File: src/pkg/codec_consts.svh
`ifndef CODEC_CONSTS_SVH
`define CODEC_CONSTS_SVH

// Frame layout: two 16-bit slots after each frame sync
`define SLOT_BITS      16
`define LAST_BIT       6'h1f
`define SLOT_LAST      4'hf
`define SLOT_SEL_BIT   4

// Conversion word fields
`define VALID_BIT      15
`define PAD_ZEROS      7'h00
`define ADC_POS_MAX    15'h3fff
`define ADC_NEG_MAX    15'h4000

// Gain code: 0 is -36 dB, 1.5 dB a step, 32 is +12 dB
`define GAIN_CODE_MAX  6'h20
`define GAIN_RST       6'h18

// Companding constants
`define MU_BIAS        14'h0021
`define MU_CLIP        13'h1fff
`define ALAW_XOR       8'h55

// Crosspoint sink that is the line output
`define LINE_SINK      3

`endif

File: src/pkg/codec_pkg.sv
package codec_pkg;

    // Word coding selected per codec
    typedef enum logic [1:0] {
        CODE_LINEAR = 2'h0,
        CODE_ALAW   = 2'h1,
        CODE_MULAW  = 2'h2
    } coding_type;

    // Serial link state, Gray along idle, shift, done
    typedef enum logic [1:0] {
        LINK_IDLE  = 2'h0,
        LINK_SHIFT = 2'h1,
        LINK_DONE  = 2'h3
    } link_state_type;

endpackage

File: src/hw/bit_sync.sv
module bit_sync #(
    parameter int WIDTH = 1
) (
    input  wire logic             clk,
    input  wire logic             rst_b,
    input  wire logic [WIDTH-1:0] async_in,
    output logic      [WIDTH-1:0] sync_out
);

    logic [WIDTH-1:0] meta_ff;
    logic [WIDTH-1:0] hold_ff;

    // Two stages; only the second stage is visible outside
    always_ff @(posedge clk or negedge rst_b) begin
        if (!rst_b) begin
            meta_ff <= '0;
            hold_ff <= '0;
        end else begin
            meta_ff <= async_in;
            hold_ff <= meta_ff;
        end
    end

    assign sync_out = hold_ff;

endmodule // bit_sync

File: src/hw/compander_encode.sv
`include "codec_consts.svh"

module compander_encode
    import codec_pkg::*;
(
    input  wire logic [15:0] linear,
    input  wire coding_type  law,
    output logic      [7:0]  code
);

    // Index of the highest set bit, zero when none
    function automatic logic [2:0] top_seg(input logic [7:0] b);
        top_seg = 3'h0;
        for (int k = 0; k < 8; k++) begin
            if (b[k]) begin
                top_seg = 3'(k);
            end
        end
    endfunction

    logic        neg;
    logic [14:0] mag;
    logic [13:0] mu_sum;
    logic [12:0] mu_b;
    logic [2:0]  mu_seg;
    logic [3:0]  mu_mant;
    logic [11:0] a_m;
    logic [2:0]  a_seg;
    logic [3:0]  a_mant;

    // Ones-complement magnitude avoids the overflow of negating full scale
    assign neg     = linear[15];
    assign mag     = neg ? ~linear[14:0] : linear[14:0];
    // Mu-law: 13-bit magnitude plus bias, clipped to 13 bits
    assign mu_sum  = {1'b0, mag[14:2]} + `MU_BIAS;
    assign mu_b    = mu_sum[13] ? `MU_CLIP : mu_sum[12:0];
    assign mu_seg  = top_seg(mu_b[12:5]);
    assign mu_mant = 4'(mu_b >> ({1'b0, mu_seg} + 4'h1));
    // A-law: 12-bit magnitude, segment zero is linear
    assign a_m     = mag[14:3];
    assign a_seg   = (|a_m[11:5]) ? top_seg({1'b0, a_m[11:5]}) + 3'h1 : 3'h0;
    assign a_mant  = 4'(a_m >> ((a_seg == 3'h0) ? 3'h1 : a_seg));

    assign code = (law == CODE_ALAW) ? ({~neg, a_seg, a_mant} ^ `ALAW_XOR)
                                     : {~neg, ~mu_seg, ~mu_mant};

endmodule // compander_encode

File: src/hw/dual_codec_serial_datapath.sv
`include "codec_consts.svh"

module dual_codec_serial_datapath
    import codec_pkg::*;
#(
    parameter int N_SRC  = 4,
    parameter int N_SINK = 4
) (
    input  wire logic              REF_CLK,
    input  wire logic              RST_B,
    input  wire logic              BCLK,
    input  wire logic              FRAME_SYNC,
    input  wire logic              DIN,
    input  wire logic              HARDWARE_POWER_DOWN,
    output logic                   DOUT,
    output logic                   DOUT_OE,
    input  wire logic [14:0]       ADC_DATA_1,
    input  wire logic [14:0]       ADC_DATA_2,
    input  wire logic              ADC_STROBE_1,
    input  wire logic              ADC_STROBE_2,
    input  wire coding_type        CODING_1,
    input  wire coding_type        CODING_2,
    input  wire logic [5:0]        ADC_GAIN_1,
    input  wire logic [5:0]        ADC_GAIN_2,
    input  wire logic [5:0]        DAC_GAIN_1,
    input  wire logic [5:0]        DAC_GAIN_2,
    input  wire logic              HIGHPASS_BYPASS_1,
    input  wire logic              HIGHPASS_BYPASS_2,
    input  wire logic [N_SRC-1:0]  SRC_CONNECT_1,
    input  wire logic [N_SRC-1:0]  SRC_CONNECT_2,
    input  wire logic [N_SINK-1:0] SINK_CONNECT_1,
    input  wire logic [N_SINK-1:0] SINK_CONNECT_2,
    input  wire logic [N_SINK-1:0] SINK_MUTE_1,
    input  wire logic [N_SINK-1:0] SINK_MUTE_2,
    input  wire logic              SOFT_RESET_1,
    input  wire logic              SOFT_RESET_2,
    input  wire logic              OVF_CLEAR_1,
    input  wire logic              OVF_CLEAR_2,
    output logic      [15:0]       DAC_DATA_1,
    output logic      [15:0]       DAC_DATA_2,
    output logic                   DAC_STROBE_1,
    output logic                   DAC_STROBE_2,
    output logic                   OVERFLOW_1,
    output logic                   OVERFLOW_2,
    output logic      [5:0]        ADC_GAIN_Q_1,
    output logic      [5:0]        ADC_GAIN_Q_2,
    output logic      [5:0]        DAC_GAIN_Q_1,
    output logic      [5:0]        DAC_GAIN_Q_2,
    output logic                   HIGHPASS_BYPASS_Q_1,
    output logic                   HIGHPASS_BYPASS_Q_2,
    output logic      [N_SRC-1:0]  SRC_EN_1,
    output logic      [N_SRC-1:0]  SRC_EN_2,
    output logic      [N_SINK-1:0] SINK_EN_1,
    output logic      [N_SINK-1:0] SINK_EN_2,
    output logic                   LINE_OUT_CONFLICT
);

    // Out-of-range gain codes are clamped to +12 dB
    function automatic logic [5:0] clamp_gain(input logic [5:0] g);
        clamp_gain = (g > `GAIN_CODE_MAX) ? `GAIN_CODE_MAX : g;
    endfunction

    // Pin synchronisers
    logic [3:0]     pins_s;
    logic           bclk_s;
    logic           frame_sync_s;
    logic           din_s;
    logic           pd_s;

    bit_sync #(
        .WIDTH(4)
    ) u_pin_sync (
        .clk      (REF_CLK),
        .rst_b    (RST_B),
        .async_in ({BCLK, FRAME_SYNC, DIN, HARDWARE_POWER_DOWN}),
        .sync_out (pins_s)
    );

    assign bclk_s  = pins_s[3];
    assign frame_sync_s = pins_s[2];
    assign din_s   = pins_s[1];
    assign pd_s    = pins_s[0];

    // Link state and counters
    logic           bclk_d_ff;
    link_state_type state_ff;
    link_state_type nxt_state;
    logic [5:0]     cnt_ff;
    logic [5:0]     nxt_cnt;
    logic [31:0]    tx_ff;
    logic           dout_ff;
    logic           oe_ff;
    logic [14:0]    rx_ff;

    // Bit clock edges found on the synchronised copy
    logic           bclk_rise;
    logic           bclk_fall;
    logic           frame_go;
    logic           bit_go;
    logic           last_bit;
    logic           rx_take;
    logic           word_done;
    logic           slot_sel;
    logic [15:0]    rx_word;

    assign bclk_rise = bclk_s & ~bclk_d_ff;
    assign bclk_fall = ~bclk_s & bclk_d_ff;
    assign frame_go  = bclk_rise & frame_sync_s & ~pd_s;
    assign bit_go    = bclk_rise & ~frame_sync_s & ~pd_s & (state_ff == LINK_SHIFT);
    assign last_bit  = (cnt_ff == `LAST_BIT);
    assign rx_take   = bclk_fall & ~pd_s & (state_ff == LINK_SHIFT);
    assign word_done = rx_take & (cnt_ff[3:0] == `SLOT_LAST);
    assign slot_sel  = cnt_ff[`SLOT_SEL_BIT];
    assign rx_word   = {rx_ff, din_s};

    // Next state; power-down resets the link state, the count and the DOUT bit, not the settings
    assign nxt_state = pd_s                ? LINK_IDLE  :
                       frame_go            ? LINK_SHIFT :
                       (bit_go & last_bit) ? LINK_DONE  : state_ff;
    assign nxt_cnt   = (pd_s | frame_go) ? 6'h00 :
                       bit_go            ? cnt_ff + 6'h01 : cnt_ff;

    // Per-codec arrays
    logic [14:0]       adc_in [2];
    logic              adc_stb [2];
    coding_type        code_in [2];
    logic [5:0]        adc_g_in [2];
    logic [5:0]        dac_g_in [2];
    logic              hp_in [2];
    logic [N_SRC-1:0]  src_in [2];
    logic [N_SINK-1:0] sink_in [2];
    logic [N_SINK-1:0] mute_in [2];
    logic              srst [2];
    logic              ovf_clr [2];
    logic [15:0]       tx_word [2];
    logic [15:0]       dac_ff [2];
    logic              dac_stb_ff [2];
    logic              ovf_ff [2];
    logic [5:0]        adc_g_ff [2];
    logic [5:0]        dac_g_ff [2];
    logic              hp_ff [2];
    logic [N_SRC-1:0]  src_ff [2];
    logic [N_SINK-1:0] sink_ff [2];
    logic              conflict_ff;

    assign adc_in[0]   = ADC_DATA_1;
    assign adc_in[1]   = ADC_DATA_2;
    assign adc_stb[0]  = ADC_STROBE_1;
    assign adc_stb[1]  = ADC_STROBE_2;
    assign code_in[0]  = CODING_1;
    assign code_in[1]  = CODING_2;
    assign adc_g_in[0] = ADC_GAIN_1;
    assign adc_g_in[1] = ADC_GAIN_2;
    assign dac_g_in[0] = DAC_GAIN_1;
    assign dac_g_in[1] = DAC_GAIN_2;
    assign hp_in[0]    = HIGHPASS_BYPASS_1;
    assign hp_in[1]    = HIGHPASS_BYPASS_2;
    assign src_in[0]   = SRC_CONNECT_1;
    assign src_in[1]   = SRC_CONNECT_2;
    assign sink_in[0]  = SINK_CONNECT_1;
    assign sink_in[1]  = SINK_CONNECT_2;
    assign mute_in[0]  = SINK_MUTE_1;
    assign mute_in[1]  = SINK_MUTE_2;
    assign srst[0]     = SOFT_RESET_1;
    assign srst[1]     = SOFT_RESET_2;
    assign ovf_clr[0]  = OVF_CLEAR_1;
    assign ovf_clr[1]  = OVF_CLEAR_2;

    for (genvar i = 0; i < 2; i++) begin : g_codec
        logic [14:0]       sample_ff;
        logic              fresh_ff;
        logic              armed_ff;
        coding_type        mode_ff;
        logic [7:0]        comp;
        logic              full_scale;
        logic              my_slot;
        logic [N_SINK-1:0] sink_req;

        compander_encode u_comp (
            .linear ({sample_ff, 1'b0}),
            .law    (mode_ff),
            .code   (comp)
        );

        assign full_scale = (adc_in[i] == `ADC_POS_MAX) | (adc_in[i] == `ADC_NEG_MAX);
        assign my_slot    = (slot_sel == 1'(i));
        assign sink_req   = sink_in[i] & ~mute_in[i];

        // Slot word: valid flag on top; the arming frame is served too, else a sample is lost
        assign tx_word[i] = (srst[i] | ~(armed_ff | frame_go)) ? 16'h0000 :
                            (mode_ff == CODE_LINEAR)            ? {fresh_ff, sample_ff}
                                                                : {fresh_ff, `PAD_ZEROS, comp};

        // Latest ADC sample; a strobe in the load cycle keeps the flag for next frame
        always_ff @(posedge REF_CLK or negedge RST_B) begin
            if (!RST_B) begin
                sample_ff <= 15'h0000;
                fresh_ff  <= 1'b0;
            end else if (srst[i]) begin
                sample_ff <= 15'h0000;
                fresh_ff  <= 1'b0;
            end else if (adc_stb[i]) begin
                sample_ff <= adc_in[i];
                fresh_ff  <= 1'b1;
            end else if (frame_go) begin
                fresh_ff  <= 1'b0;
            end
        end

        // Sticky overflow; a hit in the clear cycle wins
        always_ff @(posedge REF_CLK or negedge RST_B) begin
            if (!RST_B) begin
                ovf_ff[i] <= 1'b0;
            end else if (srst[i]) begin
                ovf_ff[i] <= 1'b0;
            end else if (adc_stb[i] & full_scale) begin
                ovf_ff[i] <= 1'b1;
            end else if (ovf_clr[i]) begin
                ovf_ff[i] <= 1'b0;
            end
        end

        // Arms at the first frame start after soft reset is released
        always_ff @(posedge REF_CLK or negedge RST_B) begin
            if (!RST_B) begin
                armed_ff <= 1'b0;
            end else if (srst[i]) begin
                armed_ff <= 1'b0;
            end else if (frame_go) begin
                armed_ff <= 1'b1;
            end
        end

        // Control settings, returned to defaults while soft reset holds
        always_ff @(posedge REF_CLK or negedge RST_B) begin
            if (!RST_B) begin
                mode_ff     <= CODE_LINEAR;
                adc_g_ff[i] <= `GAIN_RST;
                dac_g_ff[i] <= `GAIN_RST;
                hp_ff[i]    <= 1'b0;
                src_ff[i]   <= '0;
                sink_ff[i]  <= '0;
            end else if (srst[i]) begin
                mode_ff     <= CODE_LINEAR;
                adc_g_ff[i] <= `GAIN_RST;
                dac_g_ff[i] <= `GAIN_RST;
                hp_ff[i]    <= 1'b0;
                src_ff[i]   <= '0;
                sink_ff[i]  <= '0;
            end else begin
                mode_ff     <= code_in[i];
                adc_g_ff[i] <= clamp_gain(adc_g_in[i]);
                dac_g_ff[i] <= clamp_gain(dac_g_in[i]);
                hp_ff[i]    <= hp_in[i];
                src_ff[i]   <= src_in[i];
                sink_ff[i]  <= sink_req;
            end
        end

        // DAC word handed over when its slot's last bit is sampled
        always_ff @(posedge REF_CLK or negedge RST_B) begin
            if (!RST_B) begin
                dac_ff[i]     <= 16'h0000;
                dac_stb_ff[i] <= 1'b0;
            end else begin
                dac_stb_ff[i] <= word_done & my_slot & armed_ff & ~srst[i];
                if (word_done & my_slot & armed_ff & ~srst[i]) begin
                    dac_ff[i] <= rx_word;
                end
            end
        end
    end

    // Link state, count and edge history
    always_ff @(posedge REF_CLK or negedge RST_B) begin
        if (!RST_B) begin
            bclk_d_ff <= 1'b0;
            state_ff  <= LINK_IDLE;
            cnt_ff    <= 6'h00;
        end else begin
            bclk_d_ff <= bclk_s;
            state_ff  <= nxt_state;
            cnt_ff    <= nxt_cnt;
        end
    end

    // Transmit shifter: both slots loaded at frame start, codec one first
    always_ff @(posedge REF_CLK or negedge RST_B) begin
        if (!RST_B) begin
            tx_ff   <= 32'h0000_0000;
            dout_ff <= 1'b0;
            oe_ff   <= 1'b0;
        end else begin
            oe_ff <= (nxt_state == LINK_SHIFT);
            if (frame_go) begin
                tx_ff   <= {tx_word[0], tx_word[1]};
                dout_ff <= tx_word[0][`VALID_BIT];
            end else if (pd_s | (bit_go & last_bit)) begin
                dout_ff <= 1'b0; // A frame cut by power-down must not leave a stale bit
            end else if (bit_go) begin
                tx_ff   <= {tx_ff[30:0], 1'b0};
                dout_ff <= tx_ff[30];
            end
        end
    end

    // Receive shifter, one bit per falling edge
    always_ff @(posedge REF_CLK or negedge RST_B) begin
        if (!RST_B) begin
            rx_ff <= 15'h0000;
        end else if (rx_take) begin
            rx_ff <= rx_word[14:0];
        end
    end

    // Both codecs on the line output is flagged, not silently merged
    always_ff @(posedge REF_CLK or negedge RST_B) begin
        if (!RST_B) begin
            conflict_ff <= 1'b0;
        end else begin
            conflict_ff <= sink_ff[0][`LINE_SINK] & sink_ff[1][`LINE_SINK];
        end
    end

    // Ports straight from flip-flops
    assign DOUT                = dout_ff;
    assign DOUT_OE             = oe_ff;
    assign DAC_DATA_1          = dac_ff[0];
    assign DAC_DATA_2          = dac_ff[1];
    assign DAC_STROBE_1        = dac_stb_ff[0];
    assign DAC_STROBE_2        = dac_stb_ff[1];
    assign OVERFLOW_1          = ovf_ff[0];
    assign OVERFLOW_2          = ovf_ff[1];
    assign ADC_GAIN_Q_1        = adc_g_ff[0];
    assign ADC_GAIN_Q_2        = adc_g_ff[1];
    assign DAC_GAIN_Q_1        = dac_g_ff[0];
    assign DAC_GAIN_Q_2        = dac_g_ff[1];
    assign HIGHPASS_BYPASS_Q_1 = hp_ff[0];
    assign HIGHPASS_BYPASS_Q_2 = hp_ff[1];
    assign SRC_EN_1            = src_ff[0];
    assign SRC_EN_2            = src_ff[1];
    assign SINK_EN_1           = sink_ff[0];
    assign SINK_EN_2           = sink_ff[1];
    assign LINE_OUT_CONFLICT   = conflict_ff;

endmodule // dual_codec_serial_datapath

File: config.mk
export PLATFORM = sky130hd
export DESIGN_NAME = dual_codec_serial_datapath
export DESIGN_NICKNAME = d
export VERILOG_FILES = /design/src/pkg/codec_pkg.sv /design/src/hw/bit_sync.sv /design/src/hw/compander_encode.sv /design/src/hw/dual_codec_serial_datapath.sv
export VERILOG_INCLUDE_DIRS = /design/src /design/src/pkg
export SDC_FILE = /design/constraint.sdc
export NUM_CORES = 1
export LEC_CHECK = 0
export ABC_AREA = 1
export BUFFER_PORTS_ARGS = -buffer_cell sky130_fd_sc_hd__buf_2
export CAP_MARGIN = 25
export CORE_ASPECT_RATIO = 0.6
export CORE_MARGIN = 2
export CORE_UTILIZATION = 45
export CTS_BUF_LIST = sky130_fd_sc_hd__clkbuf_2 sky130_fd_sc_hd__clkbuf_4 sky130_fd_sc_hd__clkbuf_8
export DETAILED_ROUTE_END_ITERATION = 8
export GPL_TIMING_DRIVEN = 0
export PLACE_DENSITY = 0.67
export SYNTH_ARGS = -nofsm -noshare
export SYNTH_HDL_FRONTEND = slang
export SYNTH_SLANG_ARGS = --single-unit
export TNS_END_PERCENT = 30
File: constraint.sdc
create_clock -name REF_CLK -period 6.17 [get_ports REF_CLK]
set_input_delay 0.617 -clock REF_CLK [delete_from_list [all_inputs] [get_ports REF_CLK]]
set_output_delay 0.617 -clock REF_CLK [all_outputs]
set_load 0.1 [all_outputs]
==> run metrics <==
outcome finished, final reports clean; Setup TNS Final 0 ns; Placeable Area 0.02124 mm²; ant diodes 0; hold slack 0.1345 ns; crit path cell chain inv_2 > buf_4 > nand2_1 > nand2_1 > inv_1 > nand2_1 > inv_1 > o21ai_0 > ha_1 > inv_1 > nand2_1 > nand3_1 > nand2_1 > nand2_2 > o21ai_0 > nor2_1 > o21ai_1 > nand2_1 > a21oi_1 > nand3_1 > a21oi_1; area share of the largest cell type after synthesis 44.17%; clk root buf clkbuf_8; Seq pwr share 41.8%; DR iter-0 viols 896; vias per std cell 5.196; final std cells w/o fill 1788; clk buf depth 2; post-CTS sizing 0; Final Power 3.188 mW; IO Count 177; H-tree Lvls 4; Reg area 0.004564 mm²; Clock Skews 0.01223 ns; Final setup viols 0; Final Util 54.38%; Logic pwr share 30.3%; Net Count, Synth 1401; Top delay family on crit path simple AND/OR/NAND/NOR gates; post-CTS setup buffers 0; Achievable Freq 0.2805 GHz; slack of the critical path 2.605 ns; dpl cell area 0.01112 mm²; layout cells sized above 1 18.62%; Clk pwr share 27.9%; RSZ-0062 raised after global routing false; final instance area 0.01155 mm²; clk sinks 182; Power per Cell Area 276.1 mW/mm²; vias 9291; CP Max Fanout 10; Final min period 3.565 ns; CTS hold repair buffers 0; TritonCTS clock tree built; post-synth top area cell dfrtp_1; Setup crit start kind flip-flop; worst slew pin tran 0.6475 ns; Multi-input gate area 0.004313 mm²; first-pass GRT wire length 45.65 mm; CP Data Arrival Time 3.97 ns; Worst-Skew Late Latency 0.47 ns; DRC 0; Setup WS pre-CTS 2.805 ns; Fin. Hold Viols 0; port bufs 174; Synth area leaders dfrtp_1 (44%), nand2_1 (13%), inv_1 (7.6%); share of flip-flops with an asynchronous set or reset 100.0%; clk slew on worst S/H paths 0.10 ns; Internal 1.980 mW; Yosys cell types 54; Post-synth EDFFs 0; Slew Limit Fails 0; leakage power 6.047 nW; Peak supply drop 234.4 µV; syn_area_per_cell 7.572 µm²; CP max stage delay 0.46 ns; switching pwr 1.208 mW; Gate Count Post-Synth 1302; GP Congestion 0.9408; routed len/inst 15.48 µm; register area share after synthesis 46.30%; die width 195.1 µm; Placed Instances 1756; Tot GR Track Use 24.90%; crit path kind flip-flop to flip-flop; fillcell total 2052; Core Rows 41; die height 118.7 µm; Crit path required time 6.57 ns; relative slew slack 56.84%; max cap viols 0; Sw Share 37.90%; pin count of the biggest net entering global routing 97; type of the most critical hold path primary input to async pin; die area 0.02315 mm²; yosys warns 0; Synth Register Bits 182; DP Wirelength 21.94 mm; Initial Util 46.42%; count leader, synth nand2_1; area grow syn2layout 17.15%; synth cell count leaders nand2_1 (342), inv_1 (200), dfrtp_1 (174), o21ai_0 (136), nand3_1 (122); Worst setup EP type flip-flop; TritonRoute pass-1 iters 7; final WL 27.67 mm; final worst-path cycle share 57.78%; Post-Syn Area 0.009858 mm²; CTS buffer count 17; vias in the first global route 8838; gr ovfl total 0; Layout Nets 1595; critical path's slowest cell dfrtp_1; ys flop type dfrtp_1; initial antenna violation count 0; Final ANT Viol Nets 0; CP Buf/Inv Count 5; CP most frequent cell nand2_1
==> registers in the layout, indices dropped and copies added (netlist names), 6 cells and up <==
name / count
tx_ff: 31
g_codec.sample_ff: 30
DAC_DATA_1: 16
DAC_DATA_2: 16
rx_ff: 15
ADC_GAIN_Q_1: 6
ADC_GAIN_Q_2: 6
DAC_GAIN_Q_1: 6
DAC_GAIN_Q_2: 6
cnt_ff: 6
==> layer usage <==
metal | up-vias | part of all wire, % | track usage, %
met5 | - | 0 | 0
met3 | 19 | 10 | 8.248
li1 | 4580 | - | -
met1 | 4354 | 51 | 38.74
met2 | 338 | 38 | 33.08
met4 | 0 | 0.76 | 5.010
==> final cells by class <==
type	count	area share, %
Sequential cell	182	39.52
Clock buffer	18	2.145
Clock inverter	14	1.603
Buffer	38	1.712
Inverter	208	6.782
Multi-Input combinational cell	874	37.35
Tap cell	279	3.023
Timing Repair Buffer	175	7.866
==> worst paths after layout <==
check,startpoint,end,slack [ns],cells after the start
setup / recovery,g_codec[1].sample_ff[14]$_DFFE_PN0P_,tx_ff[2]$_DFFE_PN0P_,2.60,21
hold / removal,RST_B,DAC_DATA_2[11]$_DFFE_PN0P_,0.13,1
setup reg to reg,g_codec[1].sample_ff[14]$_DFFE_PN0P_,tx_ff[2]$_DFFE_PN0P_,2.60,21
hold reg to reg,u_pin_sync.meta_ff[0]$_DFF_PN0_,u_pin_sync.sync_out[0]$_DFF_PN0_,0.36,0
max in group asynchronous,RST_B,g_codec[1].sample_ff[12]$_DFFE_PN0P_,5.12,2
min in group REF_CLK,FRAME_SYNC,u_pin_sync.meta_ff[2]$_DFF_PN0_,0.24,1
==> power by group through the flow <==
stage	clock network (mW)	registers [mW]	logic, mW
after global routing	0.957	1.34	1.08
after detailed placement	0	1.35	0.956
after global placement	0	1.35	0.945
after floorplan	0	1.53	0.533
final	0.890	1.33	0.966
after CTS	0.911	1.33	0.959
==> cells by family after synthesis <==
| group | Yosys count | synth area share, % |
|---|---|---|
| DFF | 182 | 46.30 |
| adders and majority gates | 3 | 0.3808 |
| AOI/OAI and AO/OA | 226 | 12.58 |
| buffers and inverters | 246 | 9.950 |
| and+or+nand+nor | 631 | 28.25 |
| xor gates and xnor gates | 14 | 2.538 |
==> placed cells by master, fill, tap and decap left out, types with 11 or more instances in the layout <==
cell and count:
a21oi_1 31, buf_2 174, clkbuf_1 26, clkbuf_8 18
dfrtp_1 174, inv_1 200, nand2_1 342, nand2_2 21
nand3_1 122, nand4_1 16, nor2_1 74, nor3_1 18
nor3b_1 11, o21ai_0 136, o22ai_1 32
Power figures use the tool's default switching activity.
